<file path="config.mk">
export PLATFORM = sky130hd
export DESIGN_NAME = ctpc_bank
export DESIGN_NICKNAME = d
export VERILOG_FILES = /design/src/ctpc_pkg.sv /design/src/ctpc_bank.sv /design/src/ctpc_shadow.sv
export VERILOG_INCLUDE_DIRS = /design/src
export SDC_FILE = /design/constraint.sdc
export NUM_CORES = 1
export LEC_CHECK = 0
export BUFFER_PORTS_ARGS = -buffer_cell sky130_fd_sc_hd__buf_4
export CAP_MARGIN = 20
export CELL_PAD_IN_SITES_DETAIL_PLACEMENT = 1
export CELL_PAD_IN_SITES_GLOBAL_PLACEMENT = 2
export CORE_MARGIN = 2
export CORE_UTILIZATION = 25
export CTS_CLUSTER_SIZE = 14
export DETAILED_ROUTE_END_ITERATION = 12
export PLACE_DENSITY_LB_ADDON = 0.1
export SYNTH_ARGS = -nofsm -noshare
export SYNTH_HDL_FRONTEND = slang
export SYNTH_SLANG_ARGS = --single-unit
</file>
<file path="constraint.sdc">
create_clock -name ref_clk -period 2.1 [get_ports ref_clk]
set_input_delay 0.105 -clock ref_clk [delete_from_list [all_inputs] [get_ports ref_clk]]
set_output_delay 0.105 -clock ref_clk [all_outputs]
set_load 0.02 [all_outputs]
</file>
<file path="src/ctpc_map.svh">
// Offsets, field positions, reset values and datapath widths of the control bank.
// Assumes includers compile it once; guarded against double inclusion.
`ifndef CTPC_MAP_SVH
`define CTPC_MAP_SVH

// ----------------------------------------------------------------------
// Register offsets
// ----------------------------------------------------------------------
`define CTPC_OFS_XFER      16'h000F
`define CTPC_OFS_PD_GATE   16'h003F
`define CTPC_OFS_PIN_CTL1  16'h0040
`define CTPC_OFS_PIN_CTL2  16'h0041

// ----------------------------------------------------------------------
// Field positions
// ----------------------------------------------------------------------
`define CTPC_XFER_BIT      0
`define CTPC_PD_DIS_BIT    7
`define CTPC_GPIN_HI       7
`define CTPC_GPIN_LO       6
`define CTPC_BFN_HI        5
`define CTPC_BFN_LO        3
`define CTPC_AFN_HI        2
`define CTPC_AFN_LO        0
`define CTPC_BSEC_HI       7
`define CTPC_BSEC_LO       4
`define CTPC_ASEC_HI       3
`define CTPC_ASEC_LO       0

// ----------------------------------------------------------------------
// Reset values and datapath widths
// ----------------------------------------------------------------------
`define CTPC_PIN_CTL1_RST  8'h3F
`define CTPC_PIN_CTL2_RST  8'h00
`define CTPC_PHASE_W       48
`define CTPC_COEF_W        16

`endif

</file>
<file path="src/ctpc_pkg.sv">
// Types shared by the chip transfer and pin control bank.
// Assumes ctpc_map.svh is on the include path.
package ctpc_pkg;

  // ----------------------------------------------------------------------
  // Register access carrier
  // ----------------------------------------------------------------------
  typedef struct packed {
    logic        wr;     // Write strobe
    logic        rd;     // Read strobe
    logic [15:0] addr;   // Register address
    logic [7:0]  wdata;  // Write data
  } ctpc_req_type;

  // Staged or active mixer phase pair
  typedef struct packed {
    logic [47:0] inc;    // Phase increment
    logic [47:0] off;    // Phase offset
  } ctpc_phase_type;

  // ----------------------------------------------------------------------
  // Codes and states
  // ----------------------------------------------------------------------
  typedef enum logic [1:0] {
    CTPC_GPIN_DOWN = 2'b00, CTPC_GPIN_STBY = 2'b01,
    CTPC_GPIN_OFF  = 2'b10, CTPC_GPIN_RSV  = 2'b11
  } ctpc_gpin_type;

  typedef enum logic [2:0] {
    CTPC_BFN_FD  = 3'b000, CTPC_BFN_LMFC = 3'b001,
    CTPC_BFN_SEC = 3'b110, CTPC_BFN_OFF  = 3'b111
  } ctpc_bfn_type;

  typedef enum logic [3:0] {
    CTPC_SEC_GPI  = 4'b0000, CTPC_SEC_XFER = 4'b0001,
    CTPC_SEC_TRIG_OUT = 4'b1000, CTPC_SEC_TRIG_IN = 4'b1001
  } ctpc_sec_type;

  typedef enum logic [1:0] {
    CTPC_PWR_ON = 2'b00, CTPC_PWR_STBY = 2'b01, CTPC_PWR_DOWN = 2'b10
  } ctpc_pwr_type;

  typedef enum logic [1:0] {
    CTPC_XS_IDLE = 2'b00, CTPC_XS_COPY = 2'b01
  } ctpc_xstate_type;

endpackage

</file>
<file path="src/ctpc_bank.sv">
// Chip transfer, power-down pin gating and B pin function control bank.
// Assumes the serial control port decodes into same-clock strobes and
// that the power-down and B pins arrive asynchronously.
`include "ctpc_map.svh"

// Operation
// - Transfer loads mixer phases when update mode set
// - Transfer also applies staged filter coefficients
// - Transfer bit reads one until copy completes
// - Transfer copies staged coefficients always, staged phases only in update mode
// - Local disable bit makes pin ignored
// - Asserted pin overrides channel power modes
// - Field 00: pin forces full power-down
// - Field 01: pin forces standby
// - Field 10: pin ignored entirely
// - B function 000 fast detect, 001 LMFC
// - B function 110 uses secondary field
// - B function 111 input with pull-down
// - Secondary codes: input, transfer, trigger out/in
module ctpc_bank (
  input  wire logic                    ref_clk,
  input  wire logic                    rst,
  input  wire ctpc_pkg::ctpc_req_type  reg_req,
  output logic [7:0]                   reg_rdata,
  output logic                         reg_rvalid,
  input  wire logic                    powerdown_standby_pin,
  input  wire ctpc_pkg::ctpc_pwr_type  chan_power_mode,
  output ctpc_pkg::ctpc_pwr_type       chip_power_state,
  input  wire logic                    phase_update_mode,
  input  wire ctpc_pkg::ctpc_phase_type staged_phase,
  output ctpc_pkg::ctpc_phase_type     active_phase,
  input  wire logic [15:0]             staged_coef,
  output logic [15:0]                  active_coef,
  input  wire logic                    fast_detect_b_in,
  input  wire logic                    lmfc_in,
  input  wire logic                    master_next_trigger_in,
  input  wire logic                    general_io_b_zero_in,
  output logic                         general_io_b_zero_out,
  output logic                         general_io_b_zero_oe,
  output logic                         general_io_b_zero_pulldown,
  output logic                         nco_chan_select,
  output logic                         slave_next_trigger_in
);
  import ctpc_pkg::*;

  // ----------------------------------------------------------------------
  // Register storage
  // ----------------------------------------------------------------------
  logic            xfer_q;        // Chip transfer bit
  logic            pd_dis_q;      // Local power-down pin disable
  logic [7:0]      pin_ctl1_q;    // Global pin mode and pin functions
  logic [7:0]      pin_ctl2_q;    // Secondary pin functions
  ctpc_xstate_type xstate_q;      // Transfer sequencer
  logic            copy_pulse;    // One-cycle master-to-slave load
  logic            xfer_req;      // Host or pin transfer request
  logic [2:0]      pd_sync_q;     // Power-down pin synchroniser
  logic [2:0]      bpin_sync_q;   // B pin input synchroniser
  logic            pd_lvl_q;      // Settled power-down pin level
  logic            bpin_lvl_q;    // Settled B pin level
  logic            bpin_prev_q;   // Previous settled B pin level
  logic            pin_active;    // Pin asserted and honoured
  ctpc_gpin_type   gpin;          // Global pin field
  ctpc_bfn_type    bfn;           // B pin function field
  ctpc_sec_type    bsec;          // B pin secondary field
  logic            wr_xfer;       // Host writes one to transfer bit
  logic            pin_rise;      // Settled B pin rising edge

  assign gpin = ctpc_gpin_type'(pin_ctl1_q[`CTPC_GPIN_HI:`CTPC_GPIN_LO]);
  assign bfn  = ctpc_bfn_type'(pin_ctl1_q[`CTPC_BFN_HI:`CTPC_BFN_LO]);
  assign bsec = ctpc_sec_type'(pin_ctl2_q[`CTPC_BSEC_HI:`CTPC_BSEC_LO]);
  assign pin_rise = bpin_lvl_q & ~bpin_prev_q;
  assign wr_xfer = reg_req.wr && (reg_req.addr == `CTPC_OFS_XFER)
                   && reg_req.wdata[`CTPC_XFER_BIT];

  // ----------------------------------------------------------------------
  // Host writes
  // ----------------------------------------------------------------------
  // Configuration registers; reserved bits never stored
  // reserved bits dropped
  always_ff @(posedge ref_clk)
  begin
    if (rst)
    begin
      pd_dis_q   <= 1'b0;
      pin_ctl1_q <= `CTPC_PIN_CTL1_RST;
      pin_ctl2_q <= `CTPC_PIN_CTL2_RST;
    end
    else if (reg_req.wr)
    begin
      unique case (reg_req.addr)
        `CTPC_OFS_PD_GATE:  pd_dis_q   <= reg_req.wdata[`CTPC_PD_DIS_BIT];
        `CTPC_OFS_PIN_CTL1: pin_ctl1_q <= reg_req.wdata;
        `CTPC_OFS_PIN_CTL2: pin_ctl2_q <= reg_req.wdata;
        default:            pd_dis_q   <= pd_dis_q;
      endcase
    end
  end

  // ----------------------------------------------------------------------
  // Host reads
  // ----------------------------------------------------------------------
  // Registered read data, zero for unmapped and reserved bits
  // reserved read zero
  always_ff @(posedge ref_clk)
  begin
    if (rst)
    begin
      reg_rdata  <= 8'h00;
      reg_rvalid <= 1'b0;
    end
    else
    begin
      reg_rvalid <= reg_req.rd;
      if (reg_req.rd)
      begin
        unique case (reg_req.addr)
          `CTPC_OFS_XFER:     reg_rdata <= {7'h00, xfer_q};
          `CTPC_OFS_PD_GATE:  reg_rdata <= {pd_dis_q, 7'h00};
          `CTPC_OFS_PIN_CTL1: reg_rdata <= pin_ctl1_q;
          `CTPC_OFS_PIN_CTL2: reg_rdata <= pin_ctl2_q;
          default:            reg_rdata <= 8'h00;
        endcase
      end
    end
  end

  // ----------------------------------------------------------------------
  // Chip transfer
  // ----------------------------------------------------------------------
  // Requests from host write or from B pin in transfer-input role
  // transfer input role
  assign xfer_req = wr_xfer
                    || (bfn == CTPC_BFN_SEC && bsec == CTPC_SEC_XFER && pin_rise);

  // Sequencer: request, then one copy cycle, then idle
  always_ff @(posedge ref_clk)
  begin
    if (rst)
    begin
      xstate_q <= CTPC_XS_IDLE;
    end
    else
    begin
      unique case (xstate_q)
        CTPC_XS_IDLE: xstate_q <= xfer_req ? CTPC_XS_COPY : CTPC_XS_IDLE;
        CTPC_XS_COPY: xstate_q <= xfer_req ? CTPC_XS_COPY : CTPC_XS_IDLE;
      endcase
    end
  end

  assign copy_pulse = (xstate_q == CTPC_XS_COPY);

  // Self-clearing bit; a new request beats the clear
  // self clearing
  always_ff @(posedge ref_clk)
  begin
    if (rst)
    begin
      xfer_q <= 1'b0;
    end
    else if (xfer_req)
    begin
      xfer_q <= 1'b1;
    end
    else if (copy_pulse)
    begin
      xfer_q <= 1'b0;
    end
  end

  ctpc_shadow #(.W(2 * `CTPC_PHASE_W)) u_phase (
    .ref_clk (ref_clk),
    .rst     (rst),
    .load    (copy_pulse & phase_update_mode),
    .staged  (staged_phase),
    .active  (active_phase)
  );

  ctpc_shadow #(.W(`CTPC_COEF_W)) u_coef (
    .ref_clk (ref_clk),
    .rst     (rst),
    .load    (copy_pulse),
    .staged  (staged_coef),
    .active  (active_coef)
  );

  // ----------------------------------------------------------------------
  // Pin synchronisers
  // ----------------------------------------------------------------------
  // Three stages; a level counts once stages two and three agree
  always_ff @(posedge ref_clk)
  begin
    if (rst)
    begin
      pd_sync_q   <= 3'h0;
      bpin_sync_q <= 3'h0;
      pd_lvl_q    <= 1'b0;
      bpin_lvl_q  <= 1'b0;
      bpin_prev_q <= 1'b0;
    end
    else
    begin
      pd_sync_q   <= {pd_sync_q[1:0], powerdown_standby_pin};
      bpin_sync_q <= {bpin_sync_q[1:0], general_io_b_zero_in};
      if (pd_sync_q[1] == pd_sync_q[2])
      begin
        pd_lvl_q <= pd_sync_q[2];
      end
      if (bpin_sync_q[1] == bpin_sync_q[2])
      begin
        bpin_lvl_q <= bpin_sync_q[2];
      end
      bpin_prev_q <= bpin_lvl_q;
    end
  end

  // ----------------------------------------------------------------------
  // Power state
  // ----------------------------------------------------------------------
  // local disable gate
  assign pin_active = pd_lvl_q & ~pd_dis_q;

  // Pin overrides channel modes in 00 and 01; ignored otherwise
  // pin priority
  always_ff @(posedge ref_clk)
  begin
    if (rst)
    begin
      chip_power_state <= CTPC_PWR_ON;
    end
    else if (pin_active && gpin == CTPC_GPIN_DOWN)
    begin
      chip_power_state <= CTPC_PWR_DOWN;
    end
    else if (pin_active && gpin == CTPC_GPIN_STBY)
    begin
      chip_power_state <= CTPC_PWR_STBY;
    end
    else
    begin
      chip_power_state <= chan_power_mode;
    end
  end

  // ----------------------------------------------------------------------
  // B pin function
  // ----------------------------------------------------------------------
  // Output value, enable and pull-down per function code
  always_ff @(posedge ref_clk)
  begin
    if (rst)
    begin
      general_io_b_zero_out      <= 1'b0;
      general_io_b_zero_oe       <= 1'b0;
      general_io_b_zero_pulldown <= 1'b1;
    end
    else
    begin
      general_io_b_zero_out      <= 1'b0;
      general_io_b_zero_oe       <= 1'b0;
      general_io_b_zero_pulldown <= 1'b0;
      unique case (bfn)
        CTPC_BFN_FD:
        begin
          general_io_b_zero_out <= fast_detect_b_in;
          general_io_b_zero_oe  <= 1'b1;
        end
        CTPC_BFN_LMFC:
        begin
          general_io_b_zero_out <= lmfc_in;
          general_io_b_zero_oe  <= 1'b1;
        end
        CTPC_BFN_SEC:
        begin
          if (bsec == CTPC_SEC_TRIG_OUT)
          begin
            general_io_b_zero_out <= master_next_trigger_in;
            general_io_b_zero_oe  <= 1'b1;
          end
        end
        default: general_io_b_zero_pulldown <= 1'b1;
      endcase
    end
  end

  // Input roles: channel select level and trigger-in pulse
  // secondary inputs
  always_ff @(posedge ref_clk)
  begin
    if (rst)
    begin
      nco_chan_select       <= 1'b0;
      slave_next_trigger_in <= 1'b0;
    end
    else
    begin
      if (bfn == CTPC_BFN_SEC && bsec == CTPC_SEC_GPI)
      begin
        nco_chan_select <= bpin_lvl_q;
      end
      slave_next_trigger_in <= (bfn == CTPC_BFN_SEC) && (bsec == CTPC_SEC_TRIG_IN)
                               && pin_rise;
    end
  end
endmodule

</file>
<file path="src/ctpc_shadow.sv">
// Master-to-slave shadow register: the active copy takes the staged value
// on a one-cycle load pulse. Assumes the pulse is on ref_clk.
module ctpc_shadow #(
  parameter int W = 8
) (
  input  wire logic         ref_clk,
  input  wire logic         rst,
  input  wire logic         load,
  input  wire logic [W-1:0] staged,
  output logic      [W-1:0] active
);

  // Active copy, cleared by reset, loaded on pulse
  always_ff @(posedge ref_clk)
  begin
    if (rst)
    begin
      active <= '0;
    end
    else if (load)
    begin
      active <= staged;
    end
  end

endmodule

</file>
==> out/qor.yml, run 1 <==
port_buffers: 275
clockBufferDepth: 2
p_comb_share_pct: 7.9
drive_gt1_share_pct: 31.1
die_h_um: 155
power_density_mw_per_mm2: 687
wl_per_cell_um: 16.0
clock-sinks: 156
dieArea_sq_mm: 0.0240
cts-root-buf: "clkbuf_16"
dieWidth_um: 155
wirelength_um: 21900
vias_per_cell: 4.56
p_int_mw: 5.36
drtAntennaViolNets: 0
syn_nets: 831
ys_seq_area_share_pct: 54.8
drv_cap: 0
synth_edf_count: 0
start_util_pct: 25.3
ys_ff_latch: 156
fin_crit_ns: 1.61
ys.flop_type: "dfxtp_1"
seqPwrFrac_pct: 43.3
tightest_slew_ns: 0.544
setup_viol: 0
initialDrtViolationCount: 215
gp_congestion: 0.758
power.clock.fraction_pct: 48.8
holdWs_ns: 0.0366
worst_ep_required_time_ns: 2.44
setup_tns_ns: 0
ctsResizeCount: 0
design.core.area_sq_mm: 0.0225
p_leak_nw: 4.06
rsz0062_at_grt: "no"
synthCells: 683
post-route-period-util_pct: 76.6
syn_area_per_cell_sq_um: 8.34
drc_errors: 0
antenna_found_initial: 0
hold_viol: 0
grt_pass1_wl_um: 34200
vdd_ir_drop_max_mv: 0.438
diodes: 0
synth_area_sq_mm: 0.00570
grt_use_total_pct: 18.0
switching_power_mw: 1.50
yosys_warnings: 0
finalPower_mw: 6.86
max_freq_ghz: 0.622
nNetsFinal: 1219
skew_ns: 0.00970
cts_tree: "done"
max-slew-margin-rel_pct: 63.6
area_growth_pct: 75.2
status: "finished clean"
path_max_fanout: 6
clk_latency_ns: 0.43
start_kind: "input port"
sw_frac_of_total_pct: 21.9
num_io_pins: 276
synth_cell_type_count: 37
holdCritPathClass: "input port to flip-flop"
critical_path_class: "input port to flip-flop"
hpwl_um: 15100
arrival_ns: 1.94
grt-ovfl-total: 0
slew_violations: 0
h-tree-depth: 4
utilization_pct: 44.4
vias: 6247
path_clk_slew_ns: 0.07
endpoint_kind: "flip-flop"
fp-row-count: 55
grt_max_degree: 85
grt_pass1_vias: 6680
drtPass1Iterations: 5
async_flop_share_pct: 0
numCtsBuffers: 17
## state kept, by name, summed over array words and instances (netlist names)
name	count
xstate_q	1
general_io_b_zero_pulldown	1
bpin_prev_q	1
general_io_b_zero_oe	1
pd_sync_q	3
chip_power_state	2
pin_ctl1_q	8
u_phase.active	96
nco_chan_select	1
pd_dis_q	1
slave_next_trigger_in	1
reg_rdata	8
xfer_q	1
reg_rvalid	1
pd_lvl_q	1
general_io_b_zero_out	1
bpin_lvl_q	1
pin_ctl2_q	8
u_coef.active	16
bpin_sync_q	3
## cell families after synthesis
kind of cell           share of synthesized area (%)
buffers and inverters                           3.87
AND/OR/NAND/NOR                                 22.1
AO/OA/AOI/OAI                                   14.5
flip-flops                                      54.8
multiplexers                                    4.72
## final timing paths
path | cells after the start | slack (ns) | startpoint | end
setup / recovery | 5 | 0.49 | reg_req[19] | pin_ctl1_q[5]
hold / removal | 2 | 0.04 | reg_req[24] | reg_rvalid
hold reg to reg | 1 | 0.44 | bpin_sync_q[0] | bpin_sync_q[1]
setup reg to reg | 5 | 0.64 | xstate_q[0] | u_phase.active[92]
## power by group through the flow
stage                     clock [mW]  combinational, mW  sequential (mW)
after CTS                       3.45              0.544             2.97
after global placement             0              0.343             3.04
final                           3.35              0.540             2.97
after detailed placement           0              0.350             3.04
after floorplan                    0             0.0824             3.04
after global routing            3.58              0.583             2.97
## area by class of cell
class                      count  area [sq um]
fill                        2587         12500
timing repair buffer         417          3470
multi-input combinational    469          2360
inverter                      10          37.5
clock buffer                  20           447
clock inverter                12           186
sequential                   156          3120
tap                          285           357
## metrics by stage
stage,cells,instance area (sq um),setup WS [ns]
final,1369,9980,0.492
after floorplan,683,5700,0.169
after detailed placement,1212,8100,0.0540
after CTS,1369,9980,0.504
after global placement,1212,8100,0.114
after global routing,1369,9980,0.401
## cells in the mapped netlist, types with 8 or more instances
cell	instances	area share (%)
mux2i_1	19	3.3
a21oi_1	118	10
nand4_1	9	0.99
nand3_1	10	0.88
clkbuf_1	38	2.5
buf_1	8	0.53
nor2_1	23	1.5
dfxtp_1	156	55
nor2b_1	11	1.2
inv_1	9	0.59
o21ai_0	14	1.2
nand2_1	203	13
## critical path: stages
cell      delay, ns
buf_4          0.11
or4_4          0.53
or3_1          0.37
or4_1          0.60
o211ai_1       0.23
## timing repair
| item | CTS | global route |
|---|---|---|
| hold buffers | 125 | 0 |
| buffers inserted | 0 | 0 |
| endpoints found under the hold margin | 134 | 0 |
| endpoints found under the setup margin | 0 | 0 |
## per-layer routing
metal | up-vias | global-route usage (%) | part of all wire (%)
li1 | 3063 | - | -
met1 | 2941 | 21.6 | 43
met2 | 215 | 30.4 | 48
met3 | 28 | 5.35 | 7.1
met4 | 0 | 6.57 | 2.0
met5 | - | 0 | 0
## layout by cell type (no fill, tap or decap), types with 4 or more instances in the layout
cell	count
dlygate4sd3_1	125
nand2_1	202
nor2_1	23
inv_1	9
nand2b_1	7
dfxtp_1	156
nor2b_1	11
nand3_1	10
o21ai_0	14
clkbuf_16	17
a21oi_1	118
nand3b_1	5
buf_4	290
o211ai_1	7
mux2_2	7
mux2i_1	19
o41ai_1	6
bufinv_16	4
nand4_1	9
nor3_1	4
Note: power is estimated with default switching activity, not from simulation.
==> run 2, diff against run 1 <==
--- a/config.mk
+++ b/config.mk
@@ -11,7 +11,7 @@
 export CELL_PAD_IN_SITES_DETAIL_PLACEMENT = 1
 export CELL_PAD_IN_SITES_GLOBAL_PLACEMENT = 2
 export CORE_MARGIN = 2
-export CORE_UTILIZATION = 25
+export CORE_UTILIZATION = 22
 export CTS_CLUSTER_SIZE = 14
 export DETAILED_ROUTE_END_ITERATION = 12
 export PLACE_DENSITY_LB_ADDON = 0.1
==> constraint.sdc (replaced) <==
create_clock -name ref_clk -period 1.3 [get_ports ref_clk]
set_input_delay 0.065 -clock ref_clk [delete_from_list [all_inputs] [get_ports ref_clk]]
set_output_delay 0.065 -clock ref_clk [all_outputs]
set_load 0.02 [all_outputs]
==> out/qor.yml, run 2 (synthesized netlist as in run 1, its figures left out) <==
vdd_ir_drop_max_mv: 0.817  # was 0.438 mV
vias: 6337  # was 6247
hp-start: "rst"  # was reg_req[24]
status: "finished, violations left"  # was finished clean
dieWidth_um: 165  # was 155 um
max_freq_ghz: 0.672
power_density_mw_per_mm2: 1040  # was 687 mW/mm^2
clockBufferDepth: 2  # unchanged
diodes: 0  # unchanged
path_max_fanout: 6  # unchanged
largest_reg_flops: 96  # unchanged
dieArea_sq_mm: 0.0272  # was 0.0240 sq mm
drv_cap: 0  # unchanged
drive_gt1_share_pct: 35.0  # was 31.1%
grt_use_total_pct: 16.3  # was 18.0%
p_comb_share_pct: 8.6  # was 7.9%
antenna_found_initial: 0  # unchanged
r2r_start: "pin_ctl1_q[3]"  # was xstate_q[0]
place_ws_ns: -0.634  # was 0.0540 ns
clock-sinks: 156  # unchanged
start_kind: "input port"  # unchanged
start_util_pct: 22.5  # was 25.3%
num_io_pins: 276  # unchanged
skew_ns: 0.0125  # was 0.00970 ns
numCtsBuffers: 17  # unchanged
endpoint_kind: "flip-flop"  # unchanged
wl_per_cell_um: 15.7  # was 16.0 um
top_register: "u_phase.active"  # unchanged
rsz0062_at_grt: "yes"  # was no
hold_viol: 0  # unchanged
holdPathStages: 2  # unchanged
initialDrtViolationCount: 207  # was 215
setup_tns_ns: -0.723  # was 0 ns
path_clk_slew_ns: 0.07  # about the same
r2r_end: "nco_chan_select"  # was u_phase.active[92]
holdCritPathClass: "input port to flip-flop"  # unchanged
grt-ovfl-total: 0  # unchanged
fillerInstances: 2942  # was 2587
utilization_pct: 41.4  # was 44.4%
post-route-period-util_pct: 115
grt_pass1_wl_um: 34700  # was 34200 um
vias_per_cell: 4.40  # was 4.56
cts-root-buf: "clkbuf_16"  # unchanged
final_cell_mix: "301 x buf_4, 201 x nand2_1, 155 x dfxtp_1"  # was 290 x buf_4, 202 x nand2_1, 156 x dfxtp_1
arrival_ns: 1.81  # was 1.94 ns
finalPower_mw: 11.0  # was 6.86 mW
worst_ep_required_time_ns: 1.63  # was 2.44 ns
port_buffers: 275  # unchanged
max-slew-margin-rel_pct: 73.8  # was 63.6%
fp-row-count: 58  # was 55
cts_tree: "done"  # unchanged
seqPwrFrac_pct: 43.8  # was 43.3%
die_h_um: 165  # was 155 um
setup_viol: 12  # was 0
layout_commonest_cell: "buf_4"  # unchanged
critical_path_class: "input port to flip-flop"  # unchanged
grt_pass1_vias: 6753  # was 6680
nNetsFinal: 1245  # was 1219
power.clock.fraction_pct: 47.7  # was 48.8%
finalWorstSetupSlack_ns: -0.189  # was 0.492 ns
h-tree-depth: 4  # unchanged
wirelength_um: 22600  # was 21900 um
drtAntennaViolNets: 0  # unchanged
design.core.area_sq_mm: 0.0253  # was 0.0225 sq mm
clk_latency_ns: 0.42  # was 0.43 ns
hpwl_um: 15900  # was 15100 um
largestRegisters: "u_phase.active (96), u_coef.active (16)"  # unchanged
tightest_slew_ns: 0.393  # was 0.544 ns
switching_power_mw: 2.58  # was 1.50 mW
p_int_mw: 8.37  # was 5.36 mW
drc_errors: 0  # unchanged
p_leak_nw: 4.29  # was 4.06 nW
ff2ff_path_depth: 4  # was 5
rrSetupSlack_ns: -0.03  # was 0.64 ns
sw_frac_of_total_pct: 23.5  # was 21.9%
drtPass1Iterations: 4  # was 5
area_growth_pct: 84.2  # was 75.2%
grt_max_degree: 62  # was 85
gp_congestion: 0.740  # was 0.758
violations: "setup timing"
fin_crit_ns: 1.49
post-cts-setup-buffers: 0  # unchanged
slew_violations: 0  # unchanged
whs_endpoint: "bpin_sync_q[2]"  # was reg_rvalid
run 2: changes by cell type in the layout (fill, tap and decap cells not counted), sizes merged:
cell         change
bufinv           -2
dlygate4sd3      +2
clkbuf           -2
inv              +5
buf             +24
clkinv           +1
clkinvlp         -2
run 2: worst max-delay path by stage:
stage / startpoint / slack (ns) / end / depth (start not counted)
2_1_floorplan: reg_req[19] / -0.57 / pin_ctl1_q[0] / 6
3_3_place_gp: reg_req[19] / -0.53 / pin_ctl1_q[1] / 6
3_5_place_dp: reg_req[19] / -0.63 / pin_ctl1_q[3] / 6
4_1_cts: reg_req[19] / -0.1 / pin_ctl1_q[3] / 5
5_1_grt: reg_req[19] / -0.18 / pin_ctl1_q[3] / 5
6_report: reg_req[19] / -0.19 / pin_ctl1_q[3] / 5
run 2: worst max-delay path, cell delays in order:
cell and delay (ns):
buf_6 0.09, or4_4 0.53, or3_4 0.41, or4_4 0.47, o211ai_1 0.25
run 2: through the flow:
stage          std cells  area, sq um  hold WS (ns)
3_3_place_gp        1281         8440         0.281
5_1_grt             1440        10500        0.0202
3_5_place_dp        1281         8440         0.291
6_report            1440        10500        0.0166
4_1_cts             1440        10400       0.00508
2_1_floorplan        683         5740         0.193
run 2: area by class of cell:
| class | instances | area (sq um) | share of cell area, % |
|---|---|---|---|
| inverters | 10 | 37.5 | 0.358 |
| clock inverters | 14 | 174 | 1.66 |
| well taps | 330 | 413 | 3.94 |
| multi-input cells | 469 | 2520 | 24.0 |
| clock buffers | 18 | 439 | 4.19 |
| flip-flops and latches | 156 | 3120 | 29.8 |
| repair buffers | 443 | 3790 | 36.1 |
run 2: layer usage:
layer	share of wire [%]	vias to the layer above	track usage (%)
li1	-	3124	-
met3	4.3	19	3.24
met5	0	-	0
met2	52	165	30.5
met4	1.3	0	4.47
met1	42	3029	18.7
run 2: power by group through the flow:
stage	logic (mW)	registers, mW	clock network (mW)
floorplan	0.134	4.91	0
global placement	0.599	4.90	0
detailed placement	0.610	4.90	0
CTS	0.938	4.79	5.38
global route	1.01	4.79	5.63
finish	0.938	4.79	5.22
run 2: timing repair:
item,4_1_cts,5_1_grt
setup endpoints to repair,21,29
pin swaps,1,6
hold buffers,127,0
hold endpoints to repair,139,0
gates resized for setup,21,22
